### config.mk
export PLATFORM = sky130hd
export DESIGN_NAME = tsl_status_ctrl
export DESIGN_NICKNAME = d
export VERILOG_FILES = /design/src/tsl_pkg.sv /design/src/tsl_btn_if.sv /design/src/tsl_status_ctrl.sv /design/src/tsl_buttons.sv
export SDC_FILE = /design/constraint.sdc
export NUM_CORES = 1
export LEC_CHECK = 0
export ABC_AREA = 1
export BUFFER_PORTS_ARGS = -buffer_cell sky130_fd_sc_hd__buf_2
export CORE_MARGIN = 2
export CORE_UTILIZATION = 30
export DETAILED_ROUTE_END_ITERATION = 12
export HOLD_SLACK_MARGIN = 0.1
export PLACE_DENSITY_LB_ADDON = 0.15
export SLEW_MARGIN = 20
export SYNTH_ARGS = -nofsm -noshare
export SYNTH_HDL_FRONTEND = slang
export SYNTH_SLANG_ARGS = --single-unit
### constraint.sdc
create_clock -name clk_i -period 12.4 [get_ports clk_i]
set_input_delay 3.1 -clock clk_i [delete_from_list [all_inputs] [get_ports clk_i]]
set_output_delay 3.1 -clock clk_i [all_outputs]
set_load 0.01 [all_outputs]
### src/tsl_pkg.sv
// constants, encodings and register map of the tracker status/emergency controller
// assumes one 200 MHz clock; all slow timing counts 125 ms ticks
// How it works
// RULE1: power, wireless, power, wireless presses enter emergency mode
// RULE2: emergency entry sends a flagged report at once, then at the set interval
// RULE3: outgoing messages carry the emergency flag while emergency is active
// RULE4: the press sequence is detected whether the unit is on or off
// RULE5: power-off clears emergency; only a new sequence brings it back
// RULE6: awake in emergency, all six led_enable_setting blink 0.5 s on, 0.5 s off
// RULE7: asleep, power led blinks every 2.5 s in emergency, else 5 s
// RULE8: power led dark when off, steady when on and awake
// RULE9: each led has its own enable bit; disabled led_enable_setting stay dark
// RULE10: battery led dark, slow blink, short blink or steady by charge level
// RULE11: charging shows 1.25/0.25 s blink, steady once charging completes
// RULE12: positioning led dark, blinking for 2-D or dead reckoning, steady for 3-D
// RULE13: wireless led dark when off, 1 s blink unconnected, steady connected
// RULE14: report led dark with no success, 1 s blink failed, steady succeeded
// RULE15: satellite led dark without signal, blink 1-2 bars, steady 3-5 bars
// RULE16: external power while on rotates four led_enable_setting clockwise for 3 s
// RULE17: after a special pattern every led returns to its normal pattern
// RULE18: all led_enable_setting dark while off, even when charging
// RULE19: wireless turns off after the idle time without data or connection; here a connection does not hold the timer off
// RULE20: bare attention command is answered ok and restarts the idle timer
// RULE21: 2 s power hold toggles power; short press while asleep wakes 10 s
// RULE22: 2 s wireless hold toggles link; wireless press while asleep wakes 2 min
// RULE23: all slow timing from one shared tick; buttons debounced first
package tsl_pkg;
   localparam int unsigned CLK_MHZ         = 200;
   localparam int unsigned TICK_MS         = 125;
   localparam int unsigned TICK_CYCLES_DEF = TICK_MS * 1000 * CLK_MHZ;
   localparam int unsigned DEBOUNCE_MS     = 10;
   localparam int unsigned DEBOUNCE_DEF    = DEBOUNCE_MS * 1000 * CLK_MHZ;
   localparam int unsigned HOLD_MS         = 2000;
   localparam int unsigned WAKE_PWR_MS     = 10000;
   localparam int unsigned WAKE_BT_MS      = 120000;
   localparam int unsigned IDLE_MS         = 600000;
   localparam int unsigned EMG_INT_MS      = 300000;
   localparam int unsigned CHG_MS          = 3000;
   localparam int unsigned CHG_STEP_MS     = 250;
   localparam logic [4:0]  HOLD_TICKS      = 5'(HOLD_MS / TICK_MS);
   localparam logic [9:0]  WAKE_PWR_TICKS  = 10'(WAKE_PWR_MS / TICK_MS);
   localparam logic [9:0]  WAKE_BT_TICKS   = 10'(WAKE_BT_MS / TICK_MS);
   localparam logic [15:0] IDLE_RST        = 16'(IDLE_MS / TICK_MS);
   localparam logic [15:0] EMG_INT_RST     = 16'(EMG_INT_MS / TICK_MS);
   localparam logic [4:0]  CHG_TICKS       = 5'(CHG_MS / TICK_MS);
   localparam logic [4:0]  CHG_STEP_TICKS  = 5'(CHG_STEP_MS / TICK_MS);
   // blink periods and on-times in ticks
   localparam logic [8:0]  PHASE_LEN       = 9'h168;
   localparam logic [8:0]  EMG_PER         = 9'(1000 / TICK_MS);
   localparam logic [8:0]  EMG_ON          = 9'(500 / TICK_MS);
   localparam logic [8:0]  SLP_NORM_PER    = 9'(5000 / TICK_MS);
   localparam logic [8:0]  SLP_EMG_PER     = 9'(2500 / TICK_MS);
   localparam logic [8:0]  SLP_ON          = 9'h001;
   localparam logic [8:0]  BMID_PER        = 9'((1250 + 250) / TICK_MS);
   localparam logic [8:0]  BMID_ON         = 9'(1250 / TICK_MS);
   localparam logic [8:0]  BLOW_PER        = 9'((125 + 1000) / TICK_MS);
   localparam logic [8:0]  BLOW_ON         = 9'(125 / TICK_MS);
   localparam logic [8:0]  SEC_PER         = 9'(1000 / TICK_MS);
   localparam logic [8:0]  SEC_ON          = 9'(500 / TICK_MS);
   // register byte offsets
   localparam logic [7:0]  ADR_LED_EN      = 8'h00;
   localparam logic [7:0]  ADR_STATUS      = 8'h04;
   localparam logic [7:0]  ADR_EMG_INT     = 8'h08;
   localparam logic [7:0]  ADR_IDLE        = 8'h0c;
   localparam logic [5:0]  LED_EN_RST      = 6'h3f;
   // led positions
   localparam int unsigned LED_PWR  = 0;
   localparam int unsigned LED_BATTERY_LEVEL_LED = 1;
   localparam int unsigned LED_POS  = 2;
   localparam int unsigned LED_LINK = 3;
   localparam int unsigned LED_REP  = 4;
   localparam int unsigned LED_SAT  = 5;
   // button positions and status input codes
   localparam int unsigned BTN_PWR = 0;
   localparam int unsigned BTN_BT  = 1;
   localparam logic [1:0]  BATTERY_LEVEL_LED_NEED = 2'h0, BATTERY_LEVEL_LED_LOW = 2'h1, BATTERY_LEVEL_LED_MID = 2'h2, BATTERY_LEVEL_LED_FULL = 2'h3;
   localparam logic [1:0]  FIX_OFF = 2'h0, FIX_TIME = 2'h1, FIX_2D = 2'h2, FIX_3D = 2'h3;
   localparam logic [1:0]  REP_NONE = 2'h0, REP_FAIL = 2'h1, REP_OK = 2'h2;
   typedef enum logic [1:0] {SEQ_IDLE, SEQ_P, SEQ_PB, SEQ_PBP} tsl_seq_type;
endpackage : tsl_pkg

### src/tsl_btn_if.sv
// button events passed from the button front end to the controller
// assumes both ends run on the same clock
interface tsl_btn_if;
   logic       tick;
   logic [1:0] down;
   logic [1:0] short_rel;
   logic [1:0] long_rel;
   modport src  (input tick, output down, short_rel, long_rel);
   modport sink (output tick, input down, short_rel, long_rel);
endinterface : tsl_btn_if

### src/tsl_status_ctrl.sv
// top of the tracker status led and emergency controller with its wishbone slave
// assumes status inputs come from logic on clk_i; buttons and external power are pins
module tsl_status_ctrl
   import tsl_pkg::*;
#(
   parameter int unsigned TICK_CYCLES     = TICK_CYCLES_DEF,
   parameter int unsigned DEBOUNCE_CYCLES = DEBOUNCE_DEF
) (
   input  wire logic        clk_i,
   input  wire logic        rst_i,
   input  wire logic        wb_cyc_i,
   input  wire logic        wb_stb_i,
   input  wire logic        wb_we_i,
   input  wire logic [7:0]  wb_adr_i,
   input  wire logic [3:0]  wb_sel_i,
   input  wire logic [31:0] wb_dat_i,
   output logic      [31:0] wb_dat_o,
   output logic             wb_ack_o,
   input  wire logic        pwr_btn_i,
   input  wire logic        bt_btn_i,
   input  wire logic        ext_power_i,
   input  wire logic [1:0]  battery_level_led_level_i,
   input  wire logic        charging_i,
   input  wire logic        charge_done_i,
   input  wire logic [1:0]  fix_i,
   input  wire logic        link_connected_i,
   input  wire logic [1:0]  report_state_i,
   input  wire logic [2:0]  sat_bars_i,
   input  wire logic        sleep_req_i,
   input  wire logic        radio_data_i,
   input  wire logic        at_cmd_i,
   output logic      [5:0]  led_o,
   output logic             power_on_o,
   output logic             awake_o,
   output logic             radio_on_o,
   output logic             report_req_o,
   output logic             report_emergency_o,
   output logic             msg_emergency_o,
   output logic             at_ok_o
);
   tsl_btn_if btn ();

   logic [31:0]  tick_cnt;
   logic         tick;
   logic [8:0]   phase;
   logic [5:0]   led_en;
   logic [15:0]  emg_interval;
   logic [15:0]  idle_limit;
   logic         power_on;
   logic         emergency;
   logic         awake;
   logic [9:0]   wake_cnt;
   logic         radio_on;
   logic [15:0]  idle_cnt;
   logic [15:0]  rep_cnt;
   logic         ext_meta;
   logic         ext_sync;
   logic         ext_prev;
   logic [4:0]   chg_cnt;
   logic         chg_active;
   logic [1:0]   chg_idx;
   tsl_seq_type  seq_st;
   logic         seq_hit;
   logic         emg_start;
   logic         pwr_toggle;
   logic         power_off;
   logic         ext_rise;
   logic         wb_req;
   logic [5:0]   next_led;

   tsl_buttons #(
      .DEBOUNCE_CYCLES (DEBOUNCE_CYCLES)
   ) u_buttons (
      .clk_i     (clk_i),
      .rst_i     (rst_i),
      .pwr_btn_i (pwr_btn_i),
      .bt_btn_i  (bt_btn_i),
      .btn       (btn)
   );

   function automatic logic win(input logic [8:0] ph, input logic [8:0] per, input logic [8:0] on);
      return (ph % per) < on;
   endfunction : win

   // one tick feeds every blink, timeout and hold count
   always_ff @(posedge clk_i) begin
      if (rst_i) begin
         tick_cnt <= 32'h0;
         tick     <= 1'b0;
      end else if (tick_cnt >= 32'(TICK_CYCLES - 1)) begin
         tick_cnt <= 32'h0;
         tick     <= 1'b1; // [RULE23]
      end else begin
         tick_cnt <= tick_cnt + 32'h1;
         tick     <= 1'b0;
      end
   end
   assign btn.tick = tick;

   // phase spans the common multiple of all blink periods, so patterns never jump
   always_ff @(posedge clk_i) begin
      if (rst_i) begin
         phase <= 9'h0;
      end else if (tick) begin
         phase <= (phase == PHASE_LEN - 9'h1) ? 9'h0 : phase + 9'h1;
      end
   end

   // emergency press sequence, watched whether powered or not
   always_ff @(posedge clk_i) begin
      if (rst_i) begin
         seq_st <= SEQ_IDLE;
      end else if (btn.down[BTN_PWR]) begin
         seq_st <= (seq_st == SEQ_PB) ? SEQ_PBP : SEQ_P; // [RULE1] [RULE4]
      end else if (btn.down[BTN_BT]) begin
         seq_st <= (seq_st == SEQ_P) ? SEQ_PB : SEQ_IDLE; // [RULE1]
      end
   end
   assign seq_hit    = btn.down[BTN_BT] && seq_st == SEQ_PBP;
   assign emg_start  = seq_hit && !emergency;
   assign pwr_toggle = btn.long_rel[BTN_PWR];
   assign power_off  = pwr_toggle && power_on && !seq_hit;

   always_ff @(posedge clk_i) begin
      if (rst_i) begin
         power_on <= 1'b0;
      end else if (seq_hit) begin
         power_on <= 1'b1; // [RULE4]
      end else if (pwr_toggle) begin
         power_on <= !power_on; // [RULE21]
      end
   end

   // the sequence wins over a power-off landing in the same cycle
   always_ff @(posedge clk_i) begin
      if (rst_i) begin
         emergency <= 1'b0;
      end else if (seq_hit) begin
         emergency <= 1'b1; // [RULE1]
      end else if (power_off) begin
         emergency <= 1'b0; // [RULE5]
      end
   end

   always_ff @(posedge clk_i) begin
      if (rst_i) begin
         wake_cnt <= 10'h0;
      end else if (!power_on) begin
         wake_cnt <= 10'h0;
      end else if (btn.down[BTN_BT] && !awake) begin
         wake_cnt <= WAKE_BT_TICKS; // [RULE22]
      end else if (btn.short_rel[BTN_PWR] && !awake) begin
         wake_cnt <= WAKE_PWR_TICKS; // [RULE21]
      end else if (tick && wake_cnt != 10'h0) begin
         wake_cnt <= wake_cnt - 10'h1;
      end
   end

   always_ff @(posedge clk_i) begin
      if (rst_i) begin
         awake <= 1'b0;
      end else begin
         awake <= power_on && (!sleep_req_i || wake_cnt != 10'h0);
      end
   end

   // wireless link on/off and its idle timer
   always_ff @(posedge clk_i) begin
      if (rst_i) begin
         radio_on <= 1'b0;
      end else if (!power_on) begin
         radio_on <= 1'b0;
      end else if (btn.long_rel[BTN_BT]) begin
         radio_on <= !radio_on; // [RULE22]
      end else if (radio_on && idle_cnt >= idle_limit) begin
         radio_on <= 1'b0; // [RULE19]
      end
   end

   // being connected does not hold the timer off; only traffic restarts it
   always_ff @(posedge clk_i) begin
      if (rst_i) begin
         idle_cnt <= 16'h0;
      end else if (!radio_on || radio_data_i || at_cmd_i) begin
         idle_cnt <= 16'h0; // [RULE20]
      end else if (tick && idle_cnt != 16'hffff) begin
         idle_cnt <= idle_cnt + 16'h1; // [RULE19]
      end
   end

   always_ff @(posedge clk_i) begin
      if (rst_i) begin
         at_ok_o <= 1'b0;
      end else begin
         at_ok_o <= at_cmd_i; // [RULE20]
      end
   end

   // emergency reporting: one report at entry, then one per interval
   always_ff @(posedge clk_i) begin
      if (rst_i) begin
         rep_cnt      <= 16'h0;
         report_req_o <= 1'b0;
      end else if (emg_start) begin
         rep_cnt      <= 16'h0;
         report_req_o <= 1'b1; // [RULE2]
      end else if (emergency && power_on && tick) begin
         if (rep_cnt + 16'h1 >= emg_interval) begin
            rep_cnt      <= 16'h0;
            report_req_o <= 1'b1; // [RULE2]
         end else begin
            rep_cnt      <= rep_cnt + 16'h1;
            report_req_o <= 1'b0;
         end
      end else begin
         report_req_o <= 1'b0;
      end
   end
   assign report_emergency_o = emergency; // [RULE2]
   assign msg_emergency_o    = emergency; // [RULE3]
   assign power_on_o         = power_on;
   assign awake_o            = awake;
   assign radio_on_o         = radio_on;

   // charger pattern; the external power pin crosses in through two flops
   always_ff @(posedge clk_i) begin
      if (rst_i) begin
         ext_meta <= 1'b0;
         ext_sync <= 1'b0;
         ext_prev <= 1'b0;
      end else begin
         ext_meta <= ext_power_i;
         ext_sync <= ext_meta;
         ext_prev <= ext_sync;
      end
   end
   assign ext_rise = ext_sync && !ext_prev;

   always_ff @(posedge clk_i) begin
      if (rst_i) begin
         chg_cnt <= 5'h0;
      end else if (!power_on) begin
         chg_cnt <= 5'h0;
      end else if (ext_rise) begin
         chg_cnt <= CHG_TICKS; // [RULE16]
      end else if (tick && chg_cnt != 5'h0) begin
         chg_cnt <= chg_cnt - 5'h1;
      end
   end
   assign chg_active = chg_cnt != 5'h0;
   assign chg_idx    = 2'(((CHG_TICKS - chg_cnt) / CHG_STEP_TICKS) % 5'h4);

   // led selection: off, then asleep, then emergency, then charger sweep, then normal states
   always_comb begin
      next_led = 6'h00;
      if (!power_on) begin
         next_led = 6'h00; // [RULE18]
      end else if (!awake) begin
         next_led[LED_PWR] = win(phase, emergency ? SLP_EMG_PER : SLP_NORM_PER, SLP_ON); // [RULE7]
      end else if (emergency) begin
         next_led = {6{win(phase, EMG_PER, EMG_ON)}}; // [RULE6]
      end else begin
         next_led[LED_PWR] = 1'b1; // [RULE8]
         if (chg_active) begin
            unique case (chg_idx)
               2'h0: next_led[LED_BATTERY_LEVEL_LED] = 1'b1; // [RULE16]
               2'h1: next_led[LED_POS]  = 1'b1;
               2'h2: next_led[LED_SAT]  = 1'b1;
               2'h3: next_led[LED_REP]  = 1'b1;
            endcase
         end else begin
            // normal patterns resume as soon as the sweep ends
            if (charging_i) begin
               next_led[LED_BATTERY_LEVEL_LED] = charge_done_i || win(phase, BMID_PER, BMID_ON); // [RULE11] [RULE17]
            end else begin
               unique case (battery_level_led_level_i)
                  BATTERY_LEVEL_LED_NEED: next_led[LED_BATTERY_LEVEL_LED] = 1'b0; // [RULE10]
                  BATTERY_LEVEL_LED_LOW:  next_led[LED_BATTERY_LEVEL_LED] = win(phase, BLOW_PER, BLOW_ON);
                  BATTERY_LEVEL_LED_MID:  next_led[LED_BATTERY_LEVEL_LED] = win(phase, BMID_PER, BMID_ON);
                  BATTERY_LEVEL_LED_FULL: next_led[LED_BATTERY_LEVEL_LED] = 1'b1;
               endcase
            end
            next_led[LED_POS]  = fix_i == FIX_3D || (fix_i == FIX_2D && win(phase, SEC_PER, SEC_ON)); // [RULE12]
            next_led[LED_LINK] = radio_on && (link_connected_i || win(phase, SEC_PER, SEC_ON)); // [RULE13]
            next_led[LED_REP]  = report_state_i == REP_OK ||
                                 (report_state_i == REP_FAIL && win(phase, SEC_PER, SEC_ON)); // [RULE14]
            next_led[LED_SAT]  = sat_bars_i >= 3'h3 ||
                                 (sat_bars_i != 3'h0 && win(phase, SEC_PER, SEC_ON)); // [RULE15]
         end
      end
   end

   always_ff @(posedge clk_i) begin
      if (rst_i) begin
         led_o <= 6'h00;
      end else begin
         led_o <= next_led & led_en; // [RULE9]
      end
   end

   // wishbone slave: ack one cycle after the request, writes land on the ack edge
   assign wb_req = wb_cyc_i && wb_stb_i;

   always_ff @(posedge clk_i) begin
      if (rst_i) begin
         wb_ack_o <= 1'b0;
         wb_dat_o <= 32'h0;
      end else begin
         wb_ack_o <= wb_req && !wb_ack_o;
         if (wb_req && !wb_ack_o) begin
            unique case (wb_adr_i)
               ADR_LED_EN:  wb_dat_o <= {26'h0, led_en};
               ADR_STATUS:  wb_dat_o <= {26'h0, chg_active, radio_on, emergency, awake, power_on, report_req_o};
               ADR_EMG_INT: wb_dat_o <= {16'h0, emg_interval};
               ADR_IDLE:    wb_dat_o <= {16'h0, idle_limit};
               default:     wb_dat_o <= 32'h0;
            endcase
         end
      end
   end

   always_ff @(posedge clk_i) begin
      if (rst_i) begin
         led_en       <= LED_EN_RST;
         emg_interval <= EMG_INT_RST;
         idle_limit   <= IDLE_RST;
      end else if (wb_req && wb_we_i && wb_ack_o) begin
         if (wb_adr_i == ADR_LED_EN && wb_sel_i[0]) begin
            led_en <= wb_dat_i[5:0]; // [RULE9]
         end
         if (wb_adr_i == ADR_EMG_INT) begin
            if (wb_sel_i[0]) emg_interval[7:0] <= wb_dat_i[7:0]; // [RULE2]
            if (wb_sel_i[1]) emg_interval[15:8] <= wb_dat_i[15:8];
         end
         if (wb_adr_i == ADR_IDLE) begin
            if (wb_sel_i[0]) idle_limit[7:0] <= wb_dat_i[7:0]; // [RULE19]
            if (wb_sel_i[1]) idle_limit[15:8] <= wb_dat_i[15:8];
         end
      end
   end
endmodule : tsl_status_ctrl

### src/tsl_buttons.sv
// synchroniser, debouncer and press classifier for the two buttons
// assumes raw active-high button pins and the shared tick from the controller
module tsl_buttons
   import tsl_pkg::*;
#(
   parameter int unsigned DEBOUNCE_CYCLES = DEBOUNCE_DEF
) (
   input  wire logic clk_i,
   input  wire logic rst_i,
   input  wire logic pwr_btn_i,
   input  wire logic bt_btn_i,
   tsl_btn_if.src    btn
);
   logic [1:0]  meta;
   logic [1:0]  sync;
   logic [1:0]  stable;
   logic [1:0]  prev;
   logic [31:0] deb_cnt [2];
   logic [4:0]  hold [2];

   always_ff @(posedge clk_i) begin
      if (rst_i) begin
         meta <= 2'h0;
         sync <= 2'h0;
      end else begin
         meta <= {bt_btn_i, pwr_btn_i};
         sync <= meta;
      end
   end

   // a level must persist a full debounce window before it is believed
   always_ff @(posedge clk_i) begin
      for (int i = 0; i < 2; i++) begin
         if (rst_i) begin
            stable[i]  <= 1'b0;
            deb_cnt[i] <= 32'h0;
         end else if (sync[i] == stable[i]) begin
            deb_cnt[i] <= 32'h0;
         end else if (deb_cnt[i] >= 32'(DEBOUNCE_CYCLES - 1)) begin
            stable[i]  <= sync[i]; // [RULE23]
            deb_cnt[i] <= 32'h0;
         end else begin
            deb_cnt[i] <= deb_cnt[i] + 32'h1;
         end
      end
   end

   always_ff @(posedge clk_i) begin
      for (int i = 0; i < 2; i++) begin
         if (rst_i) begin
            hold[i] <= 5'h0;
         end else if (stable[i] && !prev[i]) begin
            hold[i] <= 5'h0;
         end else if (stable[i] && btn.tick && hold[i] < HOLD_TICKS) begin
            hold[i] <= hold[i] + 5'h1; // [RULE23]
         end
      end
   end

   // release after a full hold is a long press, anything shorter a short one
   always_ff @(posedge clk_i) begin
      if (rst_i) begin
         prev          <= 2'h0;
         btn.down      <= 2'h0;
         btn.short_rel <= 2'h0;
         btn.long_rel  <= 2'h0;
      end else begin
         prev <= stable;
         btn.down <= stable & ~prev;
         for (int i = 0; i < 2; i++) begin
            btn.short_rel[i] <= !stable[i] && prev[i] && hold[i] < HOLD_TICKS;
            btn.long_rel[i]  <= !stable[i] && prev[i] && hold[i] >= HOLD_TICKS; // [RULE21] [RULE22]
         end
      end
   end
endmodule : tsl_buttons

# After elaboration in Yosys (flattened, before gate mapping)

Memories as Yosys holds them, arrays and structs flattened.
Index checks and enable logic that the tools add are counted.

Mux-type cells: 84
Add/subtract/negate cells: 11
Div/mod/pow operators: 3
Reduce and logical (&&, ||, !) cells: 81
Order comparisons: 14
Equal/unequal tests: 20
Bitwise operators: 16

Operators with widths:

| kind                  | number |
|---|---|
| $mux 32               | 6 |
| $add 32x1->32 const B | 3 |
| $ge 32x21->1 const B  | 2 |
| $pmux 16 s4           | 1 |
| $mux 1                | 55 |
| $mux 5                | 7 |
| $logic_and 1x1->1     | 34 |
| $add 16x1->16 const B | 2 |
| $ge 16x16->1          | 2 |
| $ge 32x25->1 const B  | 1 |
| $mux 10               | 3 |
| $eq 2x2->1 const B    | 9 |
| $lt 9x1->1 const B    | 2 |
| $mod 9x4->9 const B   | 2 |
| $mux 6                | 3 |
| $eq 8x4->1 const B    | 2 |
| $mux 16               | 1 |
| $ne 16x16->1 const B  | 1 |
| $logic_not 1->1       | 12 |
| $mux 2                | 6 |
| $reduce_and 3->1      | 4 |
| $reduce_bool 2->1     | 6 |
| $add 5x1->5 const B   | 2 |
| $ge 5x5->1 const B    | 2 |
| 30 further kinds      | 61 |

Flip-flop bits (word level): 190
Logic and storage cells: 267
Bits of input ports: 67
RAM bits: 74
Memories: 2
Output and inout port bits: 46

Memory list:

| name              | words | width | rd ports | clocked after Yosys merged registers in | write ports | line              | source |
|---|---|---|---|---|---|---|---|
| u_buttons.deb_cnt | 2     | 32    | 2        | 0                                       | 2           | tsl_buttons.sv:18 | `logic [31:0] deb_cnt [2];` |
| u_buttons.hold    | 2     | 5     | 2        | 0                                       | 2           | tsl_buttons.sv:19 | `logic [4:0] hold [2];` |

# Logic depth before layout (Yosys ltp)

Gate-level depths: netlist of the first run.

Depth in word-level cells: 9
Gate-level depth with buffers: 57
Gate-level depth less buffers: 56

# By module

A second synthesis of the first run with hierarchy kept.

Cells, all modules: 1733
Area, all modules: 13706.9 um2

By module, submodules not included:

| module          | sequential area each (um2) | instances | cells each | area each (um2) |
|---|---|---|---|---|
| tsl_status_ctrl | 3223.1                     | 1         | 1307       | 9484.1 |
| tsl_buttons     | 2502.4                     | 1         | 426        | 4222.8 |

# Least setup slack after synthesis of the first run

Ideal clock, no wire load.

Path kind: register to register
Start point: register emergency, in the netlist msg_emergency_o
End point: register led_o[0]
Slack: 4.424 ns
Data required time: 12.330 ns
Clock period less this slack: 7.976 ns
Arrival: 7.906 ns
Cell stages (with the launch flop): 53
Path buffers: 1
Path through: dfxtp_1 -> clkbuf_1 -> inv_1 -> ha_1 -> o211ai_1 -> o21ai_0 -> ha_1 -> inv_1 -> o21bai_1 -> nand2_1 -> inv_1 -> o21ai_1 -> o41ai_4 -> nor2_1 -> a21oi_1 -> ha_1 -> a21oi_1 -> nand2_1 -> [17 not listed] -> ha_1 -> a21oi_1 -> a21oi_1 -> nor2_1 -> nand2_1 -> nor2_2 -> nand2_1 -> o21ai_0 -> ha_1 -> a21oi_1 -> a21boi_0 -> nor2_1 -> nand2_1 -> nand4_1 -> nand3_1 -> xor2_1 -> nand4_1 -> a21oi_1

Longest elaborated chain between the ends: 6
Elaborated cells between the ends (all ways): 7
Classes of those cells: 1 x div; 1 x order compare; 4 x mux; 1 x bitwise

Ends and longest elaborated chain:

| element                | line                   | source |
|---|---|---|
| from (decl)            | tsl_status_ctrl.sv:50  | `logic emergency;` |
| from (signal assigned) | tsl_status_ctrl.sv:137 | `emergency <= 1'b0;` |
| from (signal assigned) | tsl_status_ctrl.sv:139 | `emergency <= 1'b1;` |
| from (signal assigned) | tsl_status_ctrl.sv:141 | `emergency <= 1'b0;` |
| $mux 6                 | tsl_status_ctrl.sv:259 | `next_led[LED_PWR] = win(phase, emergency ? SLP_EMG_PER : SLP_NORM_PER, SLP_ON);` |
| $mod 9x9->9            | tsl_status_ctrl.sv:82  | `return (ph % per) < on;` |
| $lt 9x1->1             | tsl_status_ctrl.sv:82  |  |
| $mux 1 (*)             | tsl_status_ctrl.sv:258 | `end else if (!awake) begin` |
| $mux 6 (*)             | tsl_status_ctrl.sv:256 | `if (!power_on) begin` |
| $and 6x6->6 (*)        | tsl_status_ctrl.sv:297 | `led_o <= next_led & led_en;` |
| to (signal assigned)   | tsl_status_ctrl.sv:297 |  |
| to (decl)              | tsl_status_ctrl.sv:32  | `output logic [5:0] led_o,` |

Every way passes the cells marked *; elsewhere a longest branch is shown, timed or not.
A chain may end at the register's enable or synchronous reset.

# Worst setup path after layout of the first run

Ends and elaborated chain as after synthesis.

==> results by group, run 1 <==
Yosys
  – Post-synthesis mux area share: 0%
  – Adder-cell share of the synthesized area: 6.821%
  – Avg Cell Area, Syn: 7.790 µm²
  – Top_reg_cell synth: dfxtp_1
  – Seq cells post-synth: 248
  – Post-synthesis simple-gate area fraction: 23.47%
  – Synth warnings: 0
  – Post-Synth XOR/XNOR Area: 2.878%
  – Synth cell types: 66
  – Combinational family with the most area after synthesis: simple AND/OR/NAND/NOR gates
  – Asr flop ratio synth: 0%
  – Number of synthesized flops with an enable pin: 74
  – Mapped Cells: 1,719
  – Register area share after synthesis: 42.60%
  – Post-synthesis compound-gate area fraction: 15.14%
  – Post-synthesis cell area: 13,390 µm²

Final layout
  – Nets: 2,031
  – # diodes: 0
  – Fraction of layout cells with a size suffix above 1: 9.452%
  – Area added between synthesis and finish: 16.85%
  – Fillers: 4,697

CTS
  – TritonCTS buffer count: 30
  – # hold bufs at CTS: 0
  – Cts repair resizes: 0
  – CTS tree: yes
  – Maximum clock path buffer count: 3
  – H-tree Lvls: 1
  – Root Driver: clkbuf_16
  – Num Clock Sinks: 248
  – Setup Fix Bufs, Post-CTS: 0
  – Clock latency on the worst-skew pair: 560 ps
  – Clock Pin Slew Worst Setup and Hold Paths: 60 ps

Hold path
  – Cell depth of the worst hold path: 2
  – Worst hold path class: reg -> reg

Route
  – Total routed wirelength: 30,590 µm
  – Vias per cell: 4.485
  – Initial DRC Count: 512
  – Vias after detailed routing: 11,240
  – ANT nets after route: 0
  – Initial DRT Pass Iterations: 5
  – WL per Instance: 12.20 µm
  – # DRC: 0

Worst setup path
  – Most Frequent Cell on Critical Path: nand2_1
  – Type of origin of the critical path: flop
  – Critical path endpoint category: flop
  – Slowest-stage cell, CP: inv_1
  – CP peak stage delay: 520 ps
  – R2r worst-path depth: 50
  – Crit path DAT: 9300 ps
  – CP Max Fanout: 17
  – CP required: 12,890 ps
  – Setup Crit Path Kind: reg -> reg

Pwr
  – Gate power share: 3.5%
  – Switching part of the total: 22.51%
  – Clk pwr share: 47.4%
  – Static Leak: 0.006643 µW
  – Pint: 1358 µW
  – Peak supply drop: 60.72 µV
  – Seq pwr share: 49.1%
  – Sw power: 394.7 µW
  – PwrDens: 112.0 nW/µm²

Placement
  – Routability cong.: 0.7712
  – Number of I/O port buffers: 78
  – Dpl hpwl: 23,070 µm

Timing
  – Slew Limit Fails: 0
  – Tcrit/Tclk final: 71.01%
  – Slew @ Worst Pin: 944.5 ps
  – Final Setup Violations: 0
  – Final hold violation count: 0
  – WHS: 413.7 ps
  – Clock Skew: 10.57 ps
  – Setup repair after global routing missed its margin: false
  – Fin Setup TNS: 0 ps
  – Peak Freq: 0.1136 GHz
  – Clock period minus worst slack: 8805 ps
  – Slew HR: 36.51%

Floorplanning
  – IO Pins: 113
  – Die width: 215.3 µm
  – Cell row count: 77
  – Initial Util: 30.35%
  – Die height: 215.3 µm
  – Die area: 46,350 µm²
  – Total core area: 44,120 µm²

Global routing
  – Total gr overflow: 0
  – Largest net degree at the start of global routing: 46
  – Initial antenna violation count: 0
  – Tot GR Track Use: 13.08%
  – Number of global-route vias before repair: 10,470
  – Global-route wire length before repair: 50,930 µm

Run status
  – Outcome: completed

Job
  – Max-cap violations: 0
[metrics by stage]
| step | setup slack, ps | total power [µW] | utilization, % | instance area [µm²] | cells |
|---|---|---|---|---|---|
| 2_1_floorplan | 4424 | 918.5 | - | 13790 | 1826 |
| 3_3_place_gp | 3732 | 938.7 | 33.32 | 14700 | 2451 |
| 3_5_place_dp | 3558 | 939.7 | 33.32 | 14700 | 2451 |
| 4_1_cts | 3500 | 1785 | 35.46 | 15650 | 2507 |
| 5_1_grt | 2485 | 1829 | 35.46 | 15650 | 2507 |
| 6_report | 3595 | 1753 | 35.46 | 15650 | 2507 |
[power by group through the flow]
stage	clock [µW]	combinational [µW]	sequential, µW
final	831	60.9	861
after global routing	896	70.7	863
after CTS	863	61.2	861
after detailed placement	0	61.0	879
after global placement	0	60.5	878
after floorplan	0	43.2	875
[kinds of logic after synthesis]
logic type                 count (synthesis)
AOI/OAI and AO/OA                        353
xor gates and xnor gates                  44
adders and majority gates                 73
buffers and inverters                    299
DFF                                      248
other                                      2
and+or+nand+nor                          700
[synth_stat cells, drive strengths merged (3+ instances only)]
cell    number  share of area, %
a211oi       4              0.22
a21boi       6              0.36
a21oi      154               5.8
a22oi        3              0.17
a31oi        4              0.19
and3         4              0.19
buf         24               1.3
clkbuf      27              0.76
clkinv       9              0.29
dfxtp      174                26
edfxtp      74                17
ha          73               6.8
inv        239               6.7
nand2      296               8.7
nand3       77               3.0
nand3b       3              0.17
nand4       29               1.6
nor2       200               5.8
nor3        42               1.6
nor3b       18               1.0
nor4        24               1.1
o211a        3              0.22
o211ai      11              0.62
o21a        18               1.0
o21ai      111               4.2
o21bai       5              0.28
o22ai       16              0.75
o41ai        3              0.34
or2          6              0.28
xnor2       11              0.72
xor2        33               2.2
[routing by layer]
metal | GRT usage (%) | up-vias | part of all wire, %
met5 | 0 | - | 0
met4 | 3.425 | 0 | 2.1
met3 | 1.883 | 45 | 3.4
met2 | 21.37 | 148 | 44
met1 | 18.07 | 5071 | 50
li1 | - | 5980 | -
[sequential cells by signal, indices dropped and copies added (netlist names), 2 cells and up]
| name | count |
|---|---|
| chg_cnt | 5 |
| u_buttons.btn.long_rel | 2 |
| u_buttons.stable | 2 |
| idle_cnt | 16 |
| led_en | 6 |
| wake_cnt | 10 |
| emg_interval | 16 |
| tick_cnt | 32 |
| u_buttons.hold | 10 |
| u_buttons.deb_cnt | 64 |
| wb_dat_o | 16 |
| u_buttons.btn.down | 2 |
| idle_limit | 16 |
| rep_cnt | 16 |
| u_buttons.prev | 2 |
| u_buttons.meta | 2 |
| u_buttons.sync | 2 |
| seq_st | 2 |
| led_o | 6 |
| phase | 9 |
[worst max-delay path, delay by kind of cell (launching register included)]
kind,cells,cell delay (ps)
AOI/OAI and AO/OA,19,3300
and+or+nand+nor,19,2300
adders and majority gates,6,2000
buffers and inverters,6,800
DFF,1,310
[worst paths after layout]
| path | slack (ps) | to | startpoint |
|---|---|---|---|
| setup / recovery | 3600 | led_o[0] | msg_emergency_o |
| hold / removal | 410 | u_buttons.sync[0] | u_buttons.meta[0] |
| setup reg to reg | 3600 | led_o[0] | msg_emergency_o |
| hold reg to reg | 410 | u_buttons.sync[0] | u_buttons.meta[0] |
[placed cells by master, fill, tap and decap left out, types with 4 or more instances in the layout]
| cell type | n |
|---|---|
| ha_1 | 73 |
| clkbuf_16 | 31 |
| a31oi_1 | 4 |
| or2_2 | 6 |
| nor3b_1 | 18 |
| and3_1 | 4 |
| dfxtp_1 | 174 |
| o211ai_1 | 11 |
| o22ai_1 | 16 |
| clkinv_2 | 7 |
| nand2_2 | 16 |
| inv_2 | 9 |
| buf_4 | 6 |
| o21ai_0 | 103 |
| inv_1 | 229 |
| conb_1 | 109 |
| nor2_1 | 195 |
| a21boi_0 | 4 |
| nor3_1 | 42 |
| clkbuf_8 | 5 |
| nand3_1 | 75 |
| nand2_1 | 279 |
| xor2_1 | 33 |
| a21oi_1 | 151 |
| nor4_1 | 23 |
| edfxtp_1 | 74 |
| a211oi_1 | 4 |
| xnor2_1 | 11 |
| clkbuf_1 | 10 |
| o21ai_1 | 7 |
| o21bai_1 | 5 |
| clkinv_1 | 10 |
| buf_2 | 78 |
| nand4_1 | 25 |
| o21a_1 | 18 |
[layout make-up]
type	instances	area, µm²	area share, %
sequential	248	5705	36.46
multi-input combinational	1279	6887	44.01
inverter	248	938.4	5.997
clock buffer	46	882.1	5.637
tap	592	740.7	4.734
timing repair buffer	84	435.4	2.783
clock inverter	10	58.81	0.3758
(Power assumes the default switching activity.)
==> inputs of run 2 (changes only) <==
clock period = 7.45 ns   (was 12.4 ns; I/O delays follow)
==> results by group, run 2 (synthesis gave the netlist of run 1 again) <==
Hold path
  – Worst hold path class: reg -> reg
  – Source of the worst hold timing path: u_buttons.meta[1]
  – Cell depth of the worst hold path: 2 (unchanged)

Pwr
  – Peak supply drop: 160.0 µV (+160%)
  – Static Leak: 0.006924 µW (+4.2%)
  – PwrDens: 180.1 nW/µm² (+61%)

CTS
  – CTS tree: yes
  – Clock Pin Slew Worst Setup and Hold Paths: 60 ps (about the same)
  – Maximum clock path buffer count: 3 (unchanged)
  – TritonCTS buffer count: 29 (-3.3%)
  – Clock latency on the worst-skew pair: 570 ps (about the same)
  – Root Driver: clkbuf_16
  – Num Clock Sinks: 248 (unchanged)
  – # hold bufs at CTS: 0 (unchanged)
  – H-tree Lvls: 1 (unchanged)

Timing
  – WHS: 407.7 ps (-6.076 ps)
  – Slew Limit Fails: 0 (unchanged)
  – Fin Setup TNS: 0 ps (unchanged)
  – Final Setup Violations: 0 (unchanged)
  – Clock Skew: 13.90 ps (+3.329 ps)
  – Peak Freq: 0.1392 GHz (+23%)
  – Setup repair after global routing missed its margin: true
  – Slew HR: 35.71% (-0.80 points)
  – Tcrit/Tclk final: 96.43% (+25 points)
  – Slew @ Worst Pin: 956.4 ps (+11.95 ps)
  – Clock period minus worst slack: 7184 ps (-1621 ps)
  – Setup slack after layout: 266.0 ps (-3329 ps)
  – Final hold violation count: 0 (unchanged)

Worst setup path
  – CP peak stage delay: 350 ps (-170 ps)
  – Crit path DAT: 7680 ps (-1620 ps)
  – Crit Reg-Reg Startpoint: msg_emergency_o
  – CP Launch Point: msg_emergency_o
  – CP required: 7950 ps (-4940 ps)
  – Reg-to-Reg End: led_o[0]
  – Type of origin of the critical path: flop
  – Slowest-stage cell, CP: dfxtp_4
  – Critical path endpoint category: flop
  – Crit path to: led_o[0]
  – R2R Setup Slk: 270 ps (-3330 ps)
  – Setup Crit Path Kind: reg -> reg
  – Most Frequent Cell on Critical Path: o21ai_2
  – R2r worst-path depth: 54 (+8.0%)
  – CP Max Fanout: 5 (-12)

Route
  – WL per Instance: 12.37 µm (+1.4%)
  – # DRC: 0 (unchanged)
  – ANT nets after route: 0 (unchanged)
  – Total routed wirelength: 31,590 µm (+3.3%)
  – Vias per cell: 4.481 (about the same)
  – Initial DRC Count: 525 (+2.5%)
  – Vias after detailed routing: 11,440 (+1.7%)
  – Initial DRT Pass Iterations: 4 (-1)

Floorplanning
  – Total core area: 44,120 µm² (unchanged)
  – Initial Util: 30.35% (unchanged)
  – Die height: 215.3 µm (unchanged)
  – Cell row count: 77 (unchanged)
  – Die area: 46,350 µm² (unchanged)
  – Die width: 215.3 µm (unchanged)
  – IO Pins: 113 (unchanged)

Final layout
  – Final core occ: 36.91% (+1.4 points)
  – Most frequent cells in the layout: nand2_1, inv_1, nor2_1, dfxtp_1, a21oi_1
  – Area added between synthesis and finish: 21.60%
  – Largest regs: u_buttons.deb_cnt (64), tick_cnt (32)
  – Final non-filler cell total: 2,553 (+1.8%)
  – Nets: 2,078 (+2.3%)
  – Reg with most FFs: u_buttons.deb_cnt
  – Fraction of layout cells with a size suffix above 1: 14.13% (+4.7 points)
  – # diodes: 0 (unchanged)
  – Largest register FFs: 64 (unchanged)
  – Most common cell after layout, fill and taps aside: nand2_1

Job
  – Max-cap violations: 0 (unchanged)

Global routing
  – Largest net degree at the start of global routing: 46 (unchanged)
  – Tot GR Track Use: 13.29% (+0.21 points)
  – Initial antenna violation count: 0 (unchanged)
  – Total gr overflow: 0 (unchanged)
  – Number of global-route vias before repair: 10,820 (+3.3%)
  – Global-route wire length before repair: 51,880 µm (+1.9%)

Placement
  – Dpl hpwl: 23,530 µm (+2.0%)
  – Number of I/O port buffers: 78 (unchanged)
  – Pre-CTS setup slack: -308.5 ps (-3866 ps)
  – Dpl cells: 2,487 (+1.5%)
  – Routability cong.: 0.7556 (-2.0%)

Run status
  – Outcome: completed
## run 2: cell types whose count changed in the layout (fill, tap and decap cells not counted), moves of 5 or more
cell     delta
buf_4      +45
o21ai_2    +11
o21ai_0    -10
ha_1        -8
nand2_1     -8
nand2_2     +8
a21oi_1     -7
ha_4        +7
nor2_1      -5
## run 2: worst max-delay path: cells and delay by family, from the launching register on
| kind | cells | cell delay (ps) |
|---|---|---|
| compound gates | 17 | 2030 |
| xor+xnor | 1 | 140 |
| fa+ha+maj | 6 | 1610 |
| buf+inv | 10 | 850 |
| flops | 1 | 350 |
| simple gates | 20 | 2130 |
## run 2: worst min path at each step
| stage | endpoint | slack (ps) |
|---|---|---|
| 3_5_place_dp | u_buttons.sync[1] | 400 |
| 3_3_place_gp | u_buttons.sync[1] | 400 |
| 4_1_cts | u_buttons.sync[1] | 410 |
| 5_1_grt | u_buttons.sync[1] | 430 |
| 2_1_floorplan | ext_sync | 390 |
| 6_report | u_buttons.sync[1] | 410 |
## run 2: repair_timing
item,in CTS,in global routing
endpoints found under the setup margin,1,1
setup buffers,2,12
gates resized for setup,12,59
pin swaps,6,45
## run 2: layout make-up
class	instances	area, µm²
Inverter	248	940.9
Fill cell	4749	27840
Tap cell	592	740.7
Sequential cell	248	5710
Clock inverter	17	150.1
Multi-Input combinational cell	1279	7159
Clock buffer	37	775.7
Timing Repair Buffer	132	807.0
## run 2: routing by layer
metal | GRT usage, % | share of wire, % | up-vias
met5 | 0 | 0 | -
met4 | 2.966 | 1.9 | 0
met3 | 2.109 | 3.6 | 42
met2 | 22.22 | 45 | 142
met1 | 18.03 | 50 | 5176
li1 | - | - | 6080
## run 2: power by group
group          internal (µW)  switching [µW]  leakage, µW
Sequential              1420            15.7      0.00216
Clock                    808             589     0.000459
Combinational           33.7            69.4      0.00430
Total                   2260             674      0.00692
## run 2: through the flow
step,total power (µW),cell area (µm²)
4_1_cts,2981,15950
2_1_floorplan,1528,13800
5_1_grt,3048,16280
6_report,2932,16280
3_3_place_gp,1563,14980
3_5_place_dp,1564,14980
==> inputs of run 3 (changes only) <==
CELL_PAD_IN_SITES_DETAIL_PLACEMENT = 0   (was default)
CELL_PAD_IN_SITES_GLOBAL_PLACEMENT = 1   (was default)
==> results by group, run 3 (synthesis gave the netlist of run 1 again) <==
Run status
  – Outcome: completed

Final layout
  – Area added between synthesis and finish: 21.75%
  – Largest register FFs: 64 (unchanged)
  – Fin area: 16,300 µm² (+0.12%)
  – Multi-input logic area: 7127 µm² (-0.45%)
  – Most frequent cells in the layout: nand2_1, inv_1, nor2_1, dfxtp_1, a21oi_1
  – # diodes: 0 (unchanged)
  – Final non-filler cell total: 2,542 (-0.43%)
  – Fillers: 4,679 (-1.5%)
  – Most common cell after layout, fill and taps aside: nand2_1
  – Nets: 2,066 (-0.58%)
  – Reg with most FFs: u_buttons.deb_cnt
  – Total area of sequential cells: 5710 µm² (unchanged)
  – Final core occ: 36.95% (+0.045 points)
  – Largest regs: u_buttons.deb_cnt (64), tick_cnt (32)
  – Fraction of layout cells with a size suffix above 1: 13.79% (-0.33 points)

Placement
  – Dpl cells: 2,472 (-0.60%)
  – Routability cong.: 0.7921 (+4.8%)
  – Placed inst area: 14,870 µm² (-0.75%)
  – Dpl hpwl: 23,710 µm (+0.73%)
  – Number of I/O port buffers: 78 (unchanged)
  – Pre-CTS setup slack: -126.8 ps (+181.7 ps)

Worst setup path
  – CP peak stage delay: 380 ps (+30 ps)
  – CP required: 7950 ps (about the same)
  – Slowest-stage cell, CP: dfxtp_1
  – Top delay family on crit path: simple AND/OR/NAND/NOR gates
  – Critical path endpoint category: flop
  – R2r worst-path depth: 55 (+1.9%)
  – Critical Path Stages: 55 (+1.9%)
  – Type of origin of the critical path: flop
  – Crit path DAT: 7460 ps (-220 ps)
  – Setup Crit Path Kind: reg -> reg
  – CP Max Fanout: 6 (+1)
  – Bufs and invs on worst path: 10 (unchanged)
  – Most Frequent Cell on Critical Path: nand2_2

Timing
  – Slew @ Worst Pin: 977.8 ps (+21.42 ps)
  – Final Setup Violations: 0 (unchanged)
  – Clock Skew: 14.45 ps (+0.5528 ps)
  – Final hold violation count: 0 (unchanged)
  – Slew HR: 34.27% (-1.4 points)
  – Slew Limit Fails: 0 (unchanged)
  – Setup slack after layout: 483.0 ps (+217.0 ps)
  – Tcrit/Tclk final: 93.52% (-2.9 points)
  – Clock period minus worst slack: 6967 ps (-217.0 ps)
  – Peak Freq: 0.1435 GHz (+3.1%)

Job
  – Max-cap violations: 0 (unchanged)

CTS
  – H-tree Lvls: 1 (unchanged)
  – Maximum clock path buffer count: 3 (unchanged)
  – Num Clock Sinks: 248 (unchanged)
  – # hold bufs at CTS: 0 (unchanged)
  – Clock Pin Slew Worst Setup and Hold Paths: 60 ps (about the same)
  – Clock latency on the worst-skew pair: 570 ps (about the same)
  – Root Driver: clkbuf_16
  – TritonCTS buffer count: 30 (+3.4%)
  – CTS tree: yes

Global routing
  – Global-route wire length before repair: 52,980 µm (+2.1%)
  – Tot GR Track Use: 13.75% (+0.46 points)
  – Largest net degree at the start of global routing: 45 (-2.2%)
  – Number of global-route vias before repair: 10,990 (+1.6%)
  – Initial antenna violation count: 0 (unchanged)
  – Total gr overflow: 0 (unchanged)

Route
  – Initial DRC Count: 519 (-1.1%)
  – Vias after detailed routing: 11,390 (-0.42%)
  – # DRC: 0 (unchanged)
  – Total routed wirelength: 32,160 µm (+1.8%)
  – Initial DRT Pass Iterations: 5 (+1)
  – WL per Instance: 12.65 µm (+2.3%)
  – ANT nets after route: 0 (unchanged)
  – Vias per cell: 4.482 (about the same)

Pwr
  – Static Leak: 0.006934 µW (+0.14%)
  – Total power: 3090 µW (+5.4%)
  – PwrDens: 189.5 nW/µm² (+5.3%)
  – Peak supply drop: 176.8 µV (+11%)

Hold path
  – Cell depth of the worst hold path: 2 (unchanged)
  – Worst hold path class: reg -> reg

Floorplanning
  – IO Pins: 113 (unchanged)
  – Cell row count: 77 (unchanged)
  – Die width: 215.3 µm (unchanged)
  – Die area: 46,350 µm² (unchanged)
  – Total core area: 44,120 µm² (unchanged)
  – Die height: 215.3 µm (unchanged)
  – Initial Util: 30.35% (unchanged)
run 3: per-layer routing:
metal	part of all wire [%]	vias up	track usage (%)
li1	-	6073	-
met1	49	5140	18.20
met2	45	136	23.28
met3	3.7	43	2.208
met4	1.7	0	3.586
met5	0	-	0
run 3: layout make-up:
cell class	count	area share [%]
Multi-Input combinational cell	1279	43.71
Sequential cell	248	35.02
Clock buffer	49	6.239
Inverter	248	5.771
Tap cell	592	4.543
Timing Repair Buffer	119	4.328
Clock inverter	7	0.3837
run 3: worst paths after layout:
check                                    endpoint  slack [ps]         startpoint
worst max-delay path                     led_o[0]         480           phase[7]
worst min-delay path            u_buttons.sync[1]         400  u_buttons.meta[1]
worst max register to register           led_o[0]         480           phase[7]
worst min register to register  u_buttons.sync[1]         400  u_buttons.meta[1]
run 3: through the flow:
step | setup TNS [ps] | hold slack, ps
3_3_place_gp | 0 | 394.8
4_1_cts | 0 | 397.8
3_5_place_dp | -126.8 | 394.4
6_report | 0 | 396.7
5_1_grt | -127.3 | 421.3
2_1_floorplan | 0 | 388.3
run 3: worst reg2reg max path: cells and delay by family, from the launching register on:
kind / cells / cell delay (ps)
AO/OA/AOI/OAI: 15 / 1730
XOR/XNOR: 1 / 140
adder cells (fa/ha/maj): 6 / 1610
buffers and inverters: 10 / 960
flip-flops: 1 / 380
AND/OR/NAND/NOR: 23 / 2070
run 3: repair_timing:
item,CTS,global route
gates resized for setup,8,54
pin swaps,3,40
setup buffers,0,14
setup endpoints to repair,1,1
cloned,0,0
run 3: where the power goes:
part | total [µW] | internal, µW | leakage (µW) | switching, µW
Clock | 1550 | 961 | 0.000537 | 592
Combinational | 104 | 33.4 | 0.00424 | 70.9
Sequential | 1430 | 1420 | 0.00216 | 15.9
